**config.mk**
```make
export PLATFORM = sky130hd
export DESIGN_NAME = wb_pattern
export DESIGN_NICKNAME = d
export VERILOG_FILES = /design/src/wb_pattern.v
export VERILOG_INCLUDE_DIRS = /design/src
export SDC_FILE = /design/constraint.sdc
export NUM_CORES = 2
export LEC_CHECK = 0
export ABC_CLOCK_PERIOD_IN_PS = 26400
export BUFFER_PORTS_ARGS = -buffer_cell sky130_fd_sc_hd__buf_2
export CAP_MARGIN = 10
export CORE_UTILIZATION = 65
export CTS_CLUSTER_DIAMETER = 150
export DETAILED_ROUTE_END_ITERATION = 8
export MAX_ROUTING_LAYER = met4
export PLACE_DENSITY = 0.83
export SETUP_SLACK_MARGIN = 0.02
export SLEW_MARGIN = 20
export SYNTH_ARGS = -nofsm -noshare
export SYNTH_HDL_FRONTEND = slang
export SYNTH_SLANG_ARGS = --single-unit
```
**constraint.sdc**
```tcl
create_clock -name clk -period 26.4 [get_ports clk]
set_input_delay 1.32 -clock clk [delete_from_list [all_inputs] [get_ports clk]]
set_output_delay 1.32 -clock clk [all_outputs]
set_load 0.03 [all_outputs]
```
**src/wb_pattern_defines.vh**
```
/*
 * register map, field positions and reset values of the white-balance,
 * black frame, mute and test pattern block.
 * assumes a 32-bit apb slave with one register per aligned word.
 */
`ifndef WB_PATTERN_DEFINES_VH
`define WB_PATTERN_DEFINES_VH

// register byte offsets
`define OFS_CTRL        8'h00
`define OFS_GAIN        8'h04
`define OFS_BRIGHT_R    8'h08
`define OFS_BRIGHT_G    8'h0c
`define OFS_BRIGHT_B    8'h10
`define OFS_BF_LEVEL    8'h14
`define OFS_BF_H        8'h18
`define OFS_BF_V        8'h1c
`define OFS_MUTE_R      8'h20
`define OFS_MUTE_G      8'h24
`define OFS_MUTE_B      8'h28
`define OFS_EFF_H       8'h2c
`define OFS_EFF_V       8'h30
`define OFS_WIN_H       8'h34
`define OFS_WIN_V       8'h38
`define OFS_LEVA_R      8'h3c
`define OFS_LEVA_G      8'h40
`define OFS_LEVA_B      8'h44
`define OFS_LEVB_R      8'h48
`define OFS_LEVB_G      8'h4c
`define OFS_LEVB_B      8'h50
`define OFS_PERIOD      8'h54
`define OFS_STATUS      8'h58

// control register fields
`define CTRL_BF_EN      0
`define CTRL_MUTE_EN    1
`define CTRL_PAT_EN     2
`define CTRL_COL_EN_LO  3
`define CTRL_SWAP_LO    6
`define CTRL_DIAG       9
`define CTRL_STAIR      10
`define CTRL_CODE_LO    12

// start in low half, stop in high half of range registers
`define RANGE_STOP_LO   16

// reset values
`define RST_GAIN        8'h40
`define RST_BRIGHT      11'h000
`define RST_LEVEL       10'h000

// pattern codes
`define PAT_RASTER      3'h0
`define PAT_WINDOW      3'h1
`define PAT_VSTRIPE     3'h2
`define PAT_HSTRIPE     3'h3
`define PAT_CROSS       3'h4
`define PAT_DOTS        3'h5
`define PAT_HRAMP       3'h6
`define PAT_VRAMP       3'h7

`endif

```
**src/wb_pattern.v**
```verilog
/*
 * white-balance gain and bright, black frame, mute and test pattern
 * generator for an rgb pixel stream, with apb register access.
 * assumes pixel data and dot/line positions arrive on clk from the
 * upstream stage and timing generator, qualified by pix_valid.
 */
`timescale 1ns/1ps
`default_nettype none
`include "wb_pattern_defines.vh"

module wb_pattern #(
	parameter PW = 10,	// pixel width
	parameter CW = 11	// position counter width
) (
	input  wire          clk,        // pixel clock, 100 mhz
	input  wire          arst_n,     // async reset, active low
	input  wire          psel,       // apb select
	input  wire          penable,    // apb access phase
	input  wire          pwrite,     // apb write
	input  wire [7:0]    paddr,      // apb byte address
	input  wire [31:0]   pwdata,     // apb write data
	output reg  [31:0]   prdata,     // apb read data
	output reg           pready,     // apb ready
	output reg           pslverr,    // apb error, unmapped address
	input  wire          pix_valid,  // pixel qualifier
	input  wire [PW-1:0] pix_in_r,   // red in
	input  wire [PW-1:0] pix_in_g,   // green in
	input  wire [PW-1:0] pix_in_b,   // blue in
	input  wire [CW-1:0] dot_pos,    // dot position in line
	input  wire [CW-1:0] line_pos,   // line position in frame
	output reg           out_valid,  // output qualifier
	output reg  [PW-1:0] pix_out_r,  // red out
	output reg  [PW-1:0] pix_out_g,  // green out
	output reg  [PW-1:0] pix_out_b   // blue out
);

	// reset synchroniser
	reg rst_meta_reg;	// first stage, read only by second
	reg rst_n_reg;		// synchronised reset
	always @(posedge clk or negedge arst_n) begin
		if (!arst_n) begin
			rst_meta_reg <= 1'b0;
			rst_n_reg    <= 1'b0;
		end else begin
			rst_meta_reg <= 1'b1;
			rst_n_reg    <= rst_meta_reg;
		end
	end

	// register storage, index 0 red, 1 green, 2 blue
	reg [31:0]   ctrl_reg;	// enables, code, selects
	reg [7:0]    gain_reg    [0:2];	// gain coefficients
	reg [10:0]   bright_reg  [0:2];	// bright coefficients
	reg [PW-1:0] mute_reg    [0:2];	// mute levels
	reg [PW-1:0] leva_reg    [0:2];	// pattern level a
	reg [PW-1:0] levb_reg    [0:2];	// pattern level b
	reg [PW-1:0] bf_level_reg;	// black frame level
	reg [31:0]   bf_h_reg;	// black frame dot range
	reg [31:0]   bf_v_reg;	// black frame line range
	reg [31:0]   eff_h_reg;	// effective dot range
	reg [31:0]   eff_v_reg;	// effective line range
	reg [31:0]   win_h_reg;	// window dot range
	reg [31:0]   win_v_reg;	// window line range
	reg [31:0]   period_reg;	// period low, width high
	reg [5:0]    clip_reg;	// last clip flags, gain then bright

	// range fields
	function [CW-1:0] lo_f;
		input [31:0] r;
		begin
			lo_f = r[CW-1:0];
		end
	endfunction
	function [CW-1:0] hi_f;
		input [31:0] r;
		begin
			hi_f = r[`RANGE_STOP_LO+CW-1:`RANGE_STOP_LO];
		end
	endfunction
	// inclusive range test
	function in_f;
		input [CW-1:0] p;
		input [31:0]   r;
		begin
			in_f = (p >= lo_f(r)) && (p <= hi_f(r));
		end
	endfunction

	// apb decode and read mux
	wire        setup_w = psel & ~penable;	// setup phase
	wire        wr_w    = psel & penable & pready & pwrite;	// write edge
	reg  [31:0] rd_w;	// read value
	reg         hit_w;	// mapped address
	always @* begin
		hit_w = 1'b1;
		rd_w  = 32'h0000_0000;
		case (paddr)
		`OFS_CTRL:     rd_w = ctrl_reg;
		`OFS_GAIN:     rd_w = {8'h00, gain_reg[2], gain_reg[1], gain_reg[0]};
		`OFS_BRIGHT_R: rd_w = {21'h000000, bright_reg[0]};
		`OFS_BRIGHT_G: rd_w = {21'h000000, bright_reg[1]};
		`OFS_BRIGHT_B: rd_w = {21'h000000, bright_reg[2]};
		`OFS_BF_LEVEL: rd_w = {22'h000000, bf_level_reg};
		`OFS_BF_H:     rd_w = bf_h_reg;
		`OFS_BF_V:     rd_w = bf_v_reg;
		`OFS_MUTE_R:   rd_w = {22'h000000, mute_reg[0]};
		`OFS_MUTE_G:   rd_w = {22'h000000, mute_reg[1]};
		`OFS_MUTE_B:   rd_w = {22'h000000, mute_reg[2]};
		`OFS_EFF_H:    rd_w = eff_h_reg;
		`OFS_EFF_V:    rd_w = eff_v_reg;
		`OFS_WIN_H:    rd_w = win_h_reg;
		`OFS_WIN_V:    rd_w = win_v_reg;
		`OFS_LEVA_R:   rd_w = {22'h000000, leva_reg[0]};
		`OFS_LEVA_G:   rd_w = {22'h000000, leva_reg[1]};
		`OFS_LEVA_B:   rd_w = {22'h000000, leva_reg[2]};
		`OFS_LEVB_R:   rd_w = {22'h000000, levb_reg[0]};
		`OFS_LEVB_G:   rd_w = {22'h000000, levb_reg[1]};
		`OFS_LEVB_B:   rd_w = {22'h000000, levb_reg[2]};
		`OFS_PERIOD:   rd_w = period_reg;
		`OFS_STATUS:   rd_w = {26'h0000000, clip_reg};
		default:       hit_w = 1'b0;	// unmapped, error
		endcase
	end

	// apb answer: ready in the first access cycle
	always @(posedge clk or negedge rst_n_reg) begin
		if (!rst_n_reg) begin
			pready  <= 1'b0;
			pslverr <= 1'b0;
			prdata  <= 32'h0000_0000;
		end else begin
			pready  <= setup_w;
			pslverr <= setup_w & ~hit_w;
			if (setup_w) begin
				prdata <= pwrite ? 32'h0000_0000 : rd_w;
			end
		end
	end

	// register writes, mask keeps reserved bits zero
	integer i;
	always @(posedge clk or negedge rst_n_reg) begin
		if (!rst_n_reg) begin
			ctrl_reg     <= 32'h0000_0000;
			bf_level_reg <= `RST_LEVEL;
			bf_h_reg     <= 32'h0000_0000;
			bf_v_reg     <= 32'h0000_0000;
			eff_h_reg    <= 32'h0000_0000;
			eff_v_reg    <= 32'h0000_0000;
			win_h_reg    <= 32'h0000_0000;
			win_v_reg    <= 32'h0000_0000;
			period_reg   <= 32'h0000_0000;
			for (i = 0; i < 3; i = i + 1) begin
				gain_reg[i]   <= `RST_GAIN;
				bright_reg[i] <= `RST_BRIGHT;
				mute_reg[i]   <= `RST_LEVEL;
				leva_reg[i]   <= `RST_LEVEL;
				levb_reg[i]   <= `RST_LEVEL;
			end
		end else if (wr_w) begin
			case (paddr)
			`OFS_CTRL:     ctrl_reg <= pwdata & 32'h0000_77ff;
			`OFS_GAIN: begin
				gain_reg[0] <= pwdata[7:0];
				gain_reg[1] <= pwdata[15:8];
				gain_reg[2] <= pwdata[23:16];
			end
			`OFS_BRIGHT_R: bright_reg[0] <= pwdata[10:0];
			`OFS_BRIGHT_G: bright_reg[1] <= pwdata[10:0];
			`OFS_BRIGHT_B: bright_reg[2] <= pwdata[10:0];
			`OFS_BF_LEVEL: bf_level_reg <= pwdata[PW-1:0];
			`OFS_BF_H:     bf_h_reg <= pwdata & 32'h07ff_07ff;
			`OFS_BF_V:     bf_v_reg <= pwdata & 32'h07ff_07ff;
			`OFS_MUTE_R:   mute_reg[0] <= pwdata[PW-1:0];
			`OFS_MUTE_G:   mute_reg[1] <= pwdata[PW-1:0];
			`OFS_MUTE_B:   mute_reg[2] <= pwdata[PW-1:0];
			`OFS_EFF_H:    eff_h_reg <= pwdata & 32'h07ff_07ff;
			`OFS_EFF_V:    eff_v_reg <= pwdata & 32'h07ff_07ff;
			`OFS_WIN_H:    win_h_reg <= pwdata & 32'h07ff_07ff;
			`OFS_WIN_V:    win_v_reg <= pwdata & 32'h07ff_07ff;
			`OFS_LEVA_R:   leva_reg[0] <= pwdata[PW-1:0];
			`OFS_LEVA_G:   leva_reg[1] <= pwdata[PW-1:0];
			`OFS_LEVA_B:   leva_reg[2] <= pwdata[PW-1:0];
			`OFS_LEVB_R:   levb_reg[0] <= pwdata[PW-1:0];
			`OFS_LEVB_G:   levb_reg[1] <= pwdata[PW-1:0];
			`OFS_LEVB_B:   levb_reg[2] <= pwdata[PW-1:0];
			`OFS_PERIOD:   period_reg <= pwdata & 32'h07ff_07ff;
			default: ;	// read-only or unmapped
			endcase
		end
	end

	// control fields
	wire       bf_en_w    = ctrl_reg[`CTRL_BF_EN];
	wire       mute_en_w  = ctrl_reg[`CTRL_MUTE_EN];
	wire       pat_en_w   = ctrl_reg[`CTRL_PAT_EN];
	wire [2:0] col_en_w   = ctrl_reg[`CTRL_COL_EN_LO+2:`CTRL_COL_EN_LO];
	wire [2:0] swap_w     = ctrl_reg[`CTRL_SWAP_LO+2:`CTRL_SWAP_LO];
	wire       diag_w     = ctrl_reg[`CTRL_DIAG];
	wire       stair_w    = ctrl_reg[`CTRL_STAIR];
	wire [2:0] code_w     = ctrl_reg[`CTRL_CODE_LO+2:`CTRL_CODE_LO];
	wire [CW-1:0] per_w   = lo_f(period_reg);	// repeat period
	wire [CW-1:0] width_w = hi_f(period_reg);	// element width

	// phase advance with wrap at the period
	function [CW-1:0] wrap_f;
		input [CW-1:0] ph;
		input [CW-1:0] per;
		begin
			wrap_f = (ph + 1'b1 >= per) ? {CW{1'b0}} : ph + 1'b1;
		end
	endfunction

	// stripe phases inside the window
	reg  [CW-1:0] hph_reg;	// dot phase
	reg  [CW-1:0] lph_reg;	// line phase of current line
	reg  [CW-1:0] dph_reg;	// diagonal phase
	wire in_win_w  = in_f(dot_pos, win_h_reg) && in_f(line_pos, win_v_reg);
	wire in_eff_w  = in_f(dot_pos, eff_h_reg) && in_f(line_pos, eff_v_reg);
	wire first_w   = (dot_pos == lo_f(win_h_reg));	// first window dot
	wire [CW-1:0] lph_next = (line_pos == lo_f(win_v_reg)) ? {CW{1'b0}} :
		wrap_f(lph_reg, per_w);
	wire [CW-1:0] cur_h = first_w ? {CW{1'b0}} : hph_reg;
	wire [CW-1:0] cur_v = first_w ? lph_next : lph_reg;
	wire [CW-1:0] cur_d = first_w ? cur_v : dph_reg;

	// dot and diagonal phases advance once per window pixel, line phase once per window line
	always @(posedge clk or negedge rst_n_reg) begin
		if (!rst_n_reg) begin
			hph_reg <= {CW{1'b0}};
			lph_reg <= {CW{1'b0}};
			dph_reg <= {CW{1'b0}};
		end else if (pix_valid && in_win_w) begin
			hph_reg <= wrap_f(cur_h, per_w);
			dph_reg <= wrap_f(cur_d, per_w);
			if (first_w) begin
				lph_reg <= lph_next;
			end
		end
	end

	// element hits
	wire on_h_w = cur_h < width_w;	// vertical stripe dot
	wire on_v_w = cur_v < width_w;	// horizontal stripe line
	wire on_d_w = cur_d < width_w;	// diagonal stripe dot
	wire [CW-1:0] rel_h_w = dot_pos - lo_f(win_h_reg);	// window dot
	wire [CW-1:0] rel_v_w = line_pos - lo_f(win_v_reg);	// window line

	// pattern hit and gradient selection
	reg          pat_hit_w;	// pattern pixel
	reg          grad_w;	// gradient overrides levels
	reg [PW-1:0] grad_lvl_w;	// gradient level
	always @* begin
		pat_hit_w  = 1'b0;
		grad_w     = 1'b0;
		grad_lvl_w = {PW{1'b0}};
		case (code_w)
		`PAT_RASTER:  pat_hit_w = 1'b1;
		`PAT_WINDOW:  pat_hit_w = in_win_w;
		`PAT_VSTRIPE: pat_hit_w = in_win_w & (diag_w ? on_d_w : on_h_w);
		`PAT_HSTRIPE: pat_hit_w = in_win_w & on_v_w;
		`PAT_CROSS:   pat_hit_w = in_win_w & (on_h_w | on_v_w);
		`PAT_DOTS:    pat_hit_w = in_win_w & on_h_w & on_v_w;
		`PAT_HRAMP: begin
			grad_w     = in_win_w;
			grad_lvl_w = stair_w ? {rel_h_w[9:6], 6'h00} : rel_h_w[9:0];
		end
		`PAT_VRAMP: begin
			grad_w     = in_win_w;
			grad_lvl_w = stair_w ? {rel_v_w[8:5], 6'h00} : rel_v_w[9:0];
		end
		default: pat_hit_w = 1'b0;
		endcase
	end

	// white-balance gain: round with bit 5, clip on top two bits
	function [PW-1:0] gain_f;
		input [PW-1:0] p;
		input [7:0]    c;
		reg   [17:0]   prod;
		reg   [12:0]   mid;
		reg   [11:0]   rnd;
		begin
			prod = p * c;
			mid  = prod[17:5];
			rnd  = mid[12:1] + {11'h000, mid[0]};
			gain_f = (rnd[11:10] != 2'b00) ? {PW{1'b1}} : rnd[9:0];
		end
	endfunction
	function gclip_f;
		input [PW-1:0] p;
		input [7:0]    c;
		reg   [17:0]   prod;
		reg   [11:0]   rnd;
		begin
			prod = p * c;
			rnd  = prod[17:6] + {11'h000, prod[5]};
			gclip_f = (rnd[11:10] != 2'b00);
		end
	endfunction

	// white-balance bright: bit 10 selects subtract of a two's complement
	function [PW:0] bright_f;	// msb is clip flag
		input [PW-1:0] p;
		input [10:0]   b;
		reg   [PW:0]   sum;
		begin
			sum = {1'b0, p} + {1'b0, b[9:0]};
			if (!b[10]) begin	// add
				bright_f = sum[PW] ? {1'b1, {PW{1'b1}}} : {1'b0, sum[PW-1:0]};
			end else begin	// subtract, underflow without carry
				bright_f = sum[PW] ? {1'b0, sum[PW-1:0]} : {1'b1, {PW{1'b0}}};
			end
		end
	endfunction

	// pipeline, stage order gain, bright, final selection
	wire [3*PW-1:0] pin_w = {pix_in_b, pix_in_g, pix_in_r};
	reg  [3*PW-1:0] s1_reg;	// after gain
	reg  [3*PW-1:0] s2_reg;	// after bright
	reg  [3*PW-1:0] pl1_reg;	// pattern levels, stage 1
	reg  [3*PW-1:0] pl2_reg;	// pattern levels, stage 2
	reg  [1:0]      v_reg;	// valid per stage
	reg  [1:0]      bf_reg;	// black frame hit per stage
	reg  [3*PW-1:0] pl_w;	// pattern level per colour
	reg  [3*PW-1:0] s1_next;	// gain results
	reg  [3*PW-1:0] s2_next;	// bright results
	reg  [5:0]      clip_next;	// clip flags
	reg  [PW:0]     br_t;	// bright scratch
	integer k;
	always @* begin
		pl_w      = {3*PW{1'b0}};
		s1_next   = {3*PW{1'b0}};
		s2_next   = {3*PW{1'b0}};
		clip_next = 6'h00;
		br_t      = {PW+1{1'b0}};
		for (k = 0; k < 3; k = k + 1) begin
			s1_next[k*PW +: PW] = gain_f(pin_w[k*PW +: PW], gain_reg[k]);
			clip_next[k] = gclip_f(pin_w[k*PW +: PW], gain_reg[k]);
			br_t = bright_f(s1_reg[k*PW +: PW], bright_reg[k]);
			s2_next[k*PW +: PW] = br_t[PW-1:0];
			clip_next[k+3] = br_t[PW];
			if (!col_en_w[k] || !in_eff_w) begin
				pl_w[k*PW +: PW] = {PW{1'b0}};
			end else if (grad_w) begin
				pl_w[k*PW +: PW] = grad_lvl_w;
			end else if (pat_hit_w ^ swap_w[k]) begin
				pl_w[k*PW +: PW] = leva_reg[k];
			end else begin
				pl_w[k*PW +: PW] = levb_reg[k];
			end
		end
	end

	// first two pipeline stages
	always @(posedge clk or negedge rst_n_reg) begin
		if (!rst_n_reg) begin
			s1_reg   <= {3*PW{1'b0}};
			s2_reg   <= {3*PW{1'b0}};
			pl1_reg  <= {3*PW{1'b0}};
			pl2_reg  <= {3*PW{1'b0}};
			v_reg    <= 2'b00;
			bf_reg   <= 2'b00;
			clip_reg <= 6'h00;
		end else begin
			s1_reg  <= s1_next;
			s2_reg  <= s2_next;
			pl1_reg <= pl_w;
			pl2_reg <= pl1_reg;
			v_reg   <= {v_reg[0], pix_valid};
			bf_reg  <= {bf_reg[0], in_f(dot_pos, bf_h_reg) &
				in_f(line_pos, bf_v_reg)};
			if (pix_valid) begin
				clip_reg[2:0] <= clip_next[2:0];
			end
			if (v_reg[0]) begin
				clip_reg[5:3] <= clip_next[5:3];
			end
		end
	end

	// final stage: pattern over mute over black frame over video
	always @(posedge clk or negedge rst_n_reg) begin
		if (!rst_n_reg) begin
			out_valid <= 1'b0;
			pix_out_r <= {PW{1'b0}};
			pix_out_g <= {PW{1'b0}};
			pix_out_b <= {PW{1'b0}};
		end else begin
			out_valid <= v_reg[1];
			if (pat_en_w) begin
				pix_out_r <= pl2_reg[PW-1:0];
				pix_out_g <= pl2_reg[2*PW-1:PW];
				pix_out_b <= pl2_reg[3*PW-1:2*PW];
			end else if (mute_en_w) begin
				pix_out_r <= mute_reg[0];
				pix_out_g <= mute_reg[1];
				pix_out_b <= mute_reg[2];
			end else if (bf_en_w && bf_reg[1]) begin
				pix_out_r <= bf_level_reg;
				pix_out_g <= bf_level_reg;
				pix_out_b <= bf_level_reg;
			end else begin
				pix_out_r <= s2_reg[PW-1:0];
				pix_out_g <= s2_reg[2*PW-1:PW];
				pix_out_b <= s2_reg[3*PW-1:2*PW];
			end
		end
	end

endmodule // wb_pattern
`default_nettype wire

```
# Word level (Yosys, flattened, before mapping)
# Cells that the tools add are included.
# word_totals
ff_bits	555
latchBits	0
ram_bits	0
rom_bits	0
input_bits	98
output_inout_bits	65
word_cells	216
memories	0
# op_classes
addsub	11
mul	3
div	0
order_cmp	18
n_eq_ne	31
n_shift	0
n_mux	46
bitwise_logic	17
n_reduce_logical	46
# ops
op	count
$pmux W27 S23	1
$mux W10	22
$mux W11	16
$ge A11 B11 Y1	9
$le A11 B11 Y1	6
$eq A8 B6 Y1 const B	8
$eq A8 B7 Y1 const B	7
$mul A10 B8 Y18	3
$reduce_and A2 Y1	22
$add A12 B1 Y12	3
$add A10 B10 Y11	3
$add A11 B1 Y11 const B	3
$lt A11 B11 Y1	3
$eq A8 B5 Y1 const B	4
$mux W32	1
$reduce_or A23 Y1	1
$eq A11 B11 Y1	2
$pmux W10 S2	1
$sub A10 B10 Y10	2
$eq A8 B4 Y1 const B	2
$eq A3 B3 Y1 const B	4
$and A1 B1 Y1	11
$logic_and A1 B1 Y1	10
$eq A8 B3 Y1 const B	1
other kinds (14)	27

# Longest topological paths before layout
# depth
depth_word	14
mapped_depth	27
depth_no_buf	25

# Worst setup path after synthesis
# No wires, ideal clock.
# synth_path
path_kind	input to register
from	in pix_in_b[7]
to	reg s1_reg[28]
setup_ns	0.121
arrival_ns	6.430
required_ns	26.279
path_slack_ns	19.849
path_stages	22
path_buffers	4
cell_sequence	clkbuf_1 > and2_1 > fa_1 > inv_1 > fa_1 > fa_1 > fa_1 > inv_1 > ha_1 > buf_2 > a21oi_1 > o21bai_1 > a2bb2oi_1 > o211ai_2 > nand4bb_4 > or4_4 > buf_6 > xnor2_1 > a222oi_1 > o211a_1 > buf_6 > o21ai_2
# synth_between
elab_chain_cells	4
# synth_lines
item	line_no	source
start: declaration	wb_pattern.v:28	input wire [PW-1:0] pix_in_b,
$mul A10 B8 Y18 (*)	wb_pattern.v:284	prod = p * c;
$add A12 B1 Y12 (*)	wb_pattern.v:286	rnd = mid[12:1] + {11'h000, mid[0]};
$reduce_bool A2 Y1	wb_pattern.v:287	gain_f = (rnd[11:10] != 2'b00) ? {PW{1'b1}} : rnd[9:0];
$mux W10 (*)	wb_pattern.v:287	
named net s1_next[28]	wb_pattern.v:326	reg [3*PW-1:0] s1_next;
end signal: assignment	wb_pattern.v:358	s1_reg <= {3*PW{1'b0}};
end signal: assignment	wb_pattern.v:366	s1_reg <= s1_next;
end: declaration	wb_pattern.v:319	reg [3*PW-1:0] s1_reg;
# The timed path passes the listed nets; every way through them passes the cells marked *.
# A chain may end at the register's enable or synchronous reset.

# Final worst setup path
# layout_path
from	reg lph_reg[0]
to	reg pl1_reg[15]
# layout_between
elab_chain_cells	14
word_cells_on_any_way	19
cone_classes	add/sub: 1; order compare: 3; mux: 9; bitwise: 6
# layout_lines
item	line_no	source
start: declaration	wb_pattern.v:216	reg [CW-1:0] lph_reg;
start signal: assignment	wb_pattern.v:231	lph_reg <= {CW{1'b0}};
start signal: assignment	wb_pattern.v:237	lph_reg <= lph_next;
$add A11 B1 Y11 (*)	wb_pattern.v:210	wrap_f = (ph + 1'b1 >= per) ? {CW{1'b0}} : ph + 1'b1;
$ge A11 B11 Y1	wb_pattern.v:210	
$mux W11 (*)	wb_pattern.v:210	
$mux W11 (*)	wb_pattern.v:221	wire [CW-1:0] lph_next = (line_pos == lo_f(win_v_reg)) ? {CW{1'b0}} :
$mux W11 (*)	wb_pattern.v:224	wire [CW-1:0] cur_v = first_w ? lph_next : lph_reg;
named net cur_v[7]	wb_pattern.v:224	
$mux W11	wb_pattern.v:225	wire [CW-1:0] cur_d = first_w ? cur_v : dph_reg;
$lt A11 B11 Y1	wb_pattern.v:245	wire on_d_w = cur_d < width_w;
$mux W1	wb_pattern.v:260	`PAT_VSTRIPE: pat_hit_w = in_win_w & (diag_w ? on_d_w : on_h_w);
$and A1 B1 Y1	wb_pattern.v:260	
$pmux W1 S6 (*)	wb_pattern.v:257	case (code_w)
$xor A1 B1 Y1 (*)	wb_pattern.v:347	end else if (pat_hit_w ^ swap_w[k]) begin
$mux W10 (*)	wb_pattern.v:347	
$mux W10 (*)	wb_pattern.v:345	end else if (grad_w) begin
$mux W10 (*)	wb_pattern.v:343	if (!col_en_w[k] || !in_eff_w) begin
named net pl_w[15]	wb_pattern.v:325	reg [3*PW-1:0] pl_w;
end signal: assignment	wb_pattern.v:360	pl1_reg <= {3*PW{1'b0}};
end signal: assignment	wb_pattern.v:368	pl1_reg <= pl_w;
end: declaration	wb_pattern.v:321	reg [3*PW-1:0] pl1_reg;
# Marked as above.

==> metrics.yaml <==
outcome:
  status: "completed"
floorplan:
  initial_core_util: 0.6606
  die_w_um: 244.6
  rows: 88
  coreArea_um2: 57920
  ioPinCount: 163
  die_y_um: 244.6
  dieArea_um2: 59830
clock_tree:
  cts_hold_buffers: 0
  cts_max_path_buffers: 3
  h-tree-depth: 2
  cts_buffers: 57
  cts_resized: 0
  post_cts_buffers: 0
  cts_root_buffer: "clkbuf_16"
  cts_tree: "yes"
  cts.sinks: 550
  insertion_delay_ps: 670
  clkTransAtPathRegs_ps: 60
sta:
  rsz0062_at_grt: "false"
  hold_viol_final: 0
  fin_crit_sh: 0.2666
  fin_crit_ps: 7037
  tns_ps: 0
  skew_ps: 36.15
  worst-slew-pin-transition_ps: 1170
  slew_violations: 0
  setup_viol: 0
  slew_headroom: 0.2130
  fmax_ghz: 0.1421
flow_run:
  cap_violations: 0
yosys:
  synth_area_um2: 38260
  synthArstFlopShare: 1.000
  synthFlopType: "dfrtp_1"
  syn_inst: 3728
  synth-seq-area-share: 0.3598
  synth-edff-count: 0
  ys.warnings.count: 0
  ys_types: 106
  synth_seq_cells: 550
  syn_area_per_cell_um2: 10.26
power_and_ir_drop:
  vdd_drop_max_uv: 60.60
  p_leak_nw: 20.99
  power.density_nw_per_um2: 43.96
global_routing:
  grt_max_degree: 191
  overflow: 0
  gr-usage-all-layers: 0.4095
  grt.busiest_layer: "met2"
  use_met2: 0.6045
  grtUsageMet3: 0.1105
  grt_first_pass_wirelength_um: 179100
  use_met1: 0.5264
  grt_pass1_vias: 30077
  antenna_found_initial: 3
route:
  dr.pass1.iters: 6
  drtIter0Drc: 3339
  routed_via_density: 6.600
  drtAntennaViolNets: 0
  wl_per_cell_um: 25.44
  vias: 30544
  drc_errors: 0
  drt-total-wl_um: 117700
worst_hold_path:
  hold_path.class: "reg -> reg"
worst_setup_path:
  start_kind: "register"
  critical-path-slowest-cell: "xnor2_2"
  crit_chain: "ha_1 > and3_1 > nand2_1 > nor2_1 > xor2_1 > ha_1 > and3_1 > a211oi_1 > nand2_1 > nor2_1 > nand2_1 > o21ai_0 > ha_1 > o21a_1 > o21ai_0 > a21oi_1 > o21ai_0 > a41oi_1 > o211ai_1 > o211ai_2 > buf_4 > xnor2_2 > mux2i_1 > a211oi_1"
  cp.arrival_ps: 7540
  slowest_delay_ps: 640
  worst_setup_path_end_kind: "register"
  path_max_fanout: 21
  crit_required_ps: 26900
  crit_type: "reg -> reg"
layout:
  final_cell_mix: "dfrtp_1, inv_1, mux2_2"
  fin_util: 0.7199
  drive_gt1_frac: 0.1822
  nets: 4394
  final_common_cell: "dfrtp_1"
  area_growth_pct: 8.987
place:
  gp_congestion: 1.052
  io_buffer_count: 152
  dp.final_hpwl_um: 85550
stage by stage:
stage | instance area (um^2) | power, W | setup slack [ps] | cells | hold slack (ps)
finish | 41700 | 0.001833 | 19360 | 4628 | 346.0
global route | 41690 | 0.001879 | 18870 | 4626 | 354.2
CTS | 41640 | 0.001832 | 19570 | 4622 | 348.5
detailed placement | 39640 | 0.0009921 | 19170 | 4516 | 334.7
global placement | 39630 | 0.0009892 | 19250 | 4516 | 332.7
floorplan | 38270 | 0.0009405 | 9940 | 3732 | 331.2
worst max-delay path: cells and delay by family (launching register included):
| family | cells | cell delay [ps] |
|---|---|---|
| xor gates and xnor gates | 2 | 920 |
| AOI/OAI and AO/OA | 10 | 2290 |
| buffers and inverters | 1 | 240 |
| DFF | 1 | 610 |
| muxes | 1 | 280 |
| adders and majority gates | 3 | 920 |
| and+or+nand+nor | 7 | 1620 |
report_power, final:
group	internal [W]	switching (W)
clock	0.000484	0.000367
sequential	0.000849	0.00000860
combinational	0.0000377	0.0000861
worst paths after layout:
| check | start | to | slack [ps] | cells past startpoint |
|---|---|---|---|---|
| max | lph_reg[0] | pl1_reg[15] | 19360 | 24 |
| min | pl1_reg[27] | pl2_reg[27] | 350 | 0 |
| max reg2reg | lph_reg[0] | pl1_reg[15] | 19360 | 24 |
| min reg2reg | pl1_reg[27] | pl2_reg[27] | 350 | 0 |
| max in group asynchronous | rst_n_reg | ctrl_reg[1] | 22700 | 4 |
| min in group asynchronous | arst_n | rst_n_reg | 440 | 1 |
cells by family (layout without fill, tap and decap cells):
logic type / after synthesis / after routing / share of synthesized area
and+or+nand+nor: 890 / 890 / 0.1185
AOI/OAI and AO/OA: 745 / 745 / 0.1349
DFF: 550 / 550 / 0.3598
buffers and inverters: 532 / 658 / 0.05399
adders and majority gates: 509 / 509 / 0.1935
muxes: 375 / 375 / 0.1093
xor gates and xnor gates: 125 / 125 / 0.02970
other: 2 / 11 / 0.0001963
metal layers:
layer	wire, um	vias up	share of wire
met2	52230	1669	0.44
met1	45680	15176	0.39
met5	0	-	0
met4	6217	0	0.053
li1	-	13314	-
met3	13610	385	0.12
cell usage after synthesis, types with 81 or more instances:
cell | number | area, um^2
ha_1 | 339 | 4242
xnor2_1 | 81 | 709.4
fa_1 | 146 | 2923
a21oi_1 | 158 | 790.8
mux2_2 | 341 | 3840
o21ai_0 | 121 | 605.6
inv_1 | 358 | 1344
dfrtp_1 | 547 | 13690
and2_1 | 121 | 757.0
clkbuf_1 | 130 | 488.0
nor2_1 | 152 | 570.6
nand2_1 | 292 | 1096
area by class of cell:
class | count | area (um^2)
Multi-Input combinational cell | 2650 | 22510
Fill cell | 4275 | 16220
Sequential cell | 550 | 13770
Clock buffer | 79 | 1659
Inverter | 360 | 1351
Timing Repair Buffer | 192 | 1097
Tap cell | 765 | 957.2
Clock inverter | 27 | 340.3
Antenna cell | 5 | 12.51
No activity file was read; power rests on OpenSTA's default activity.
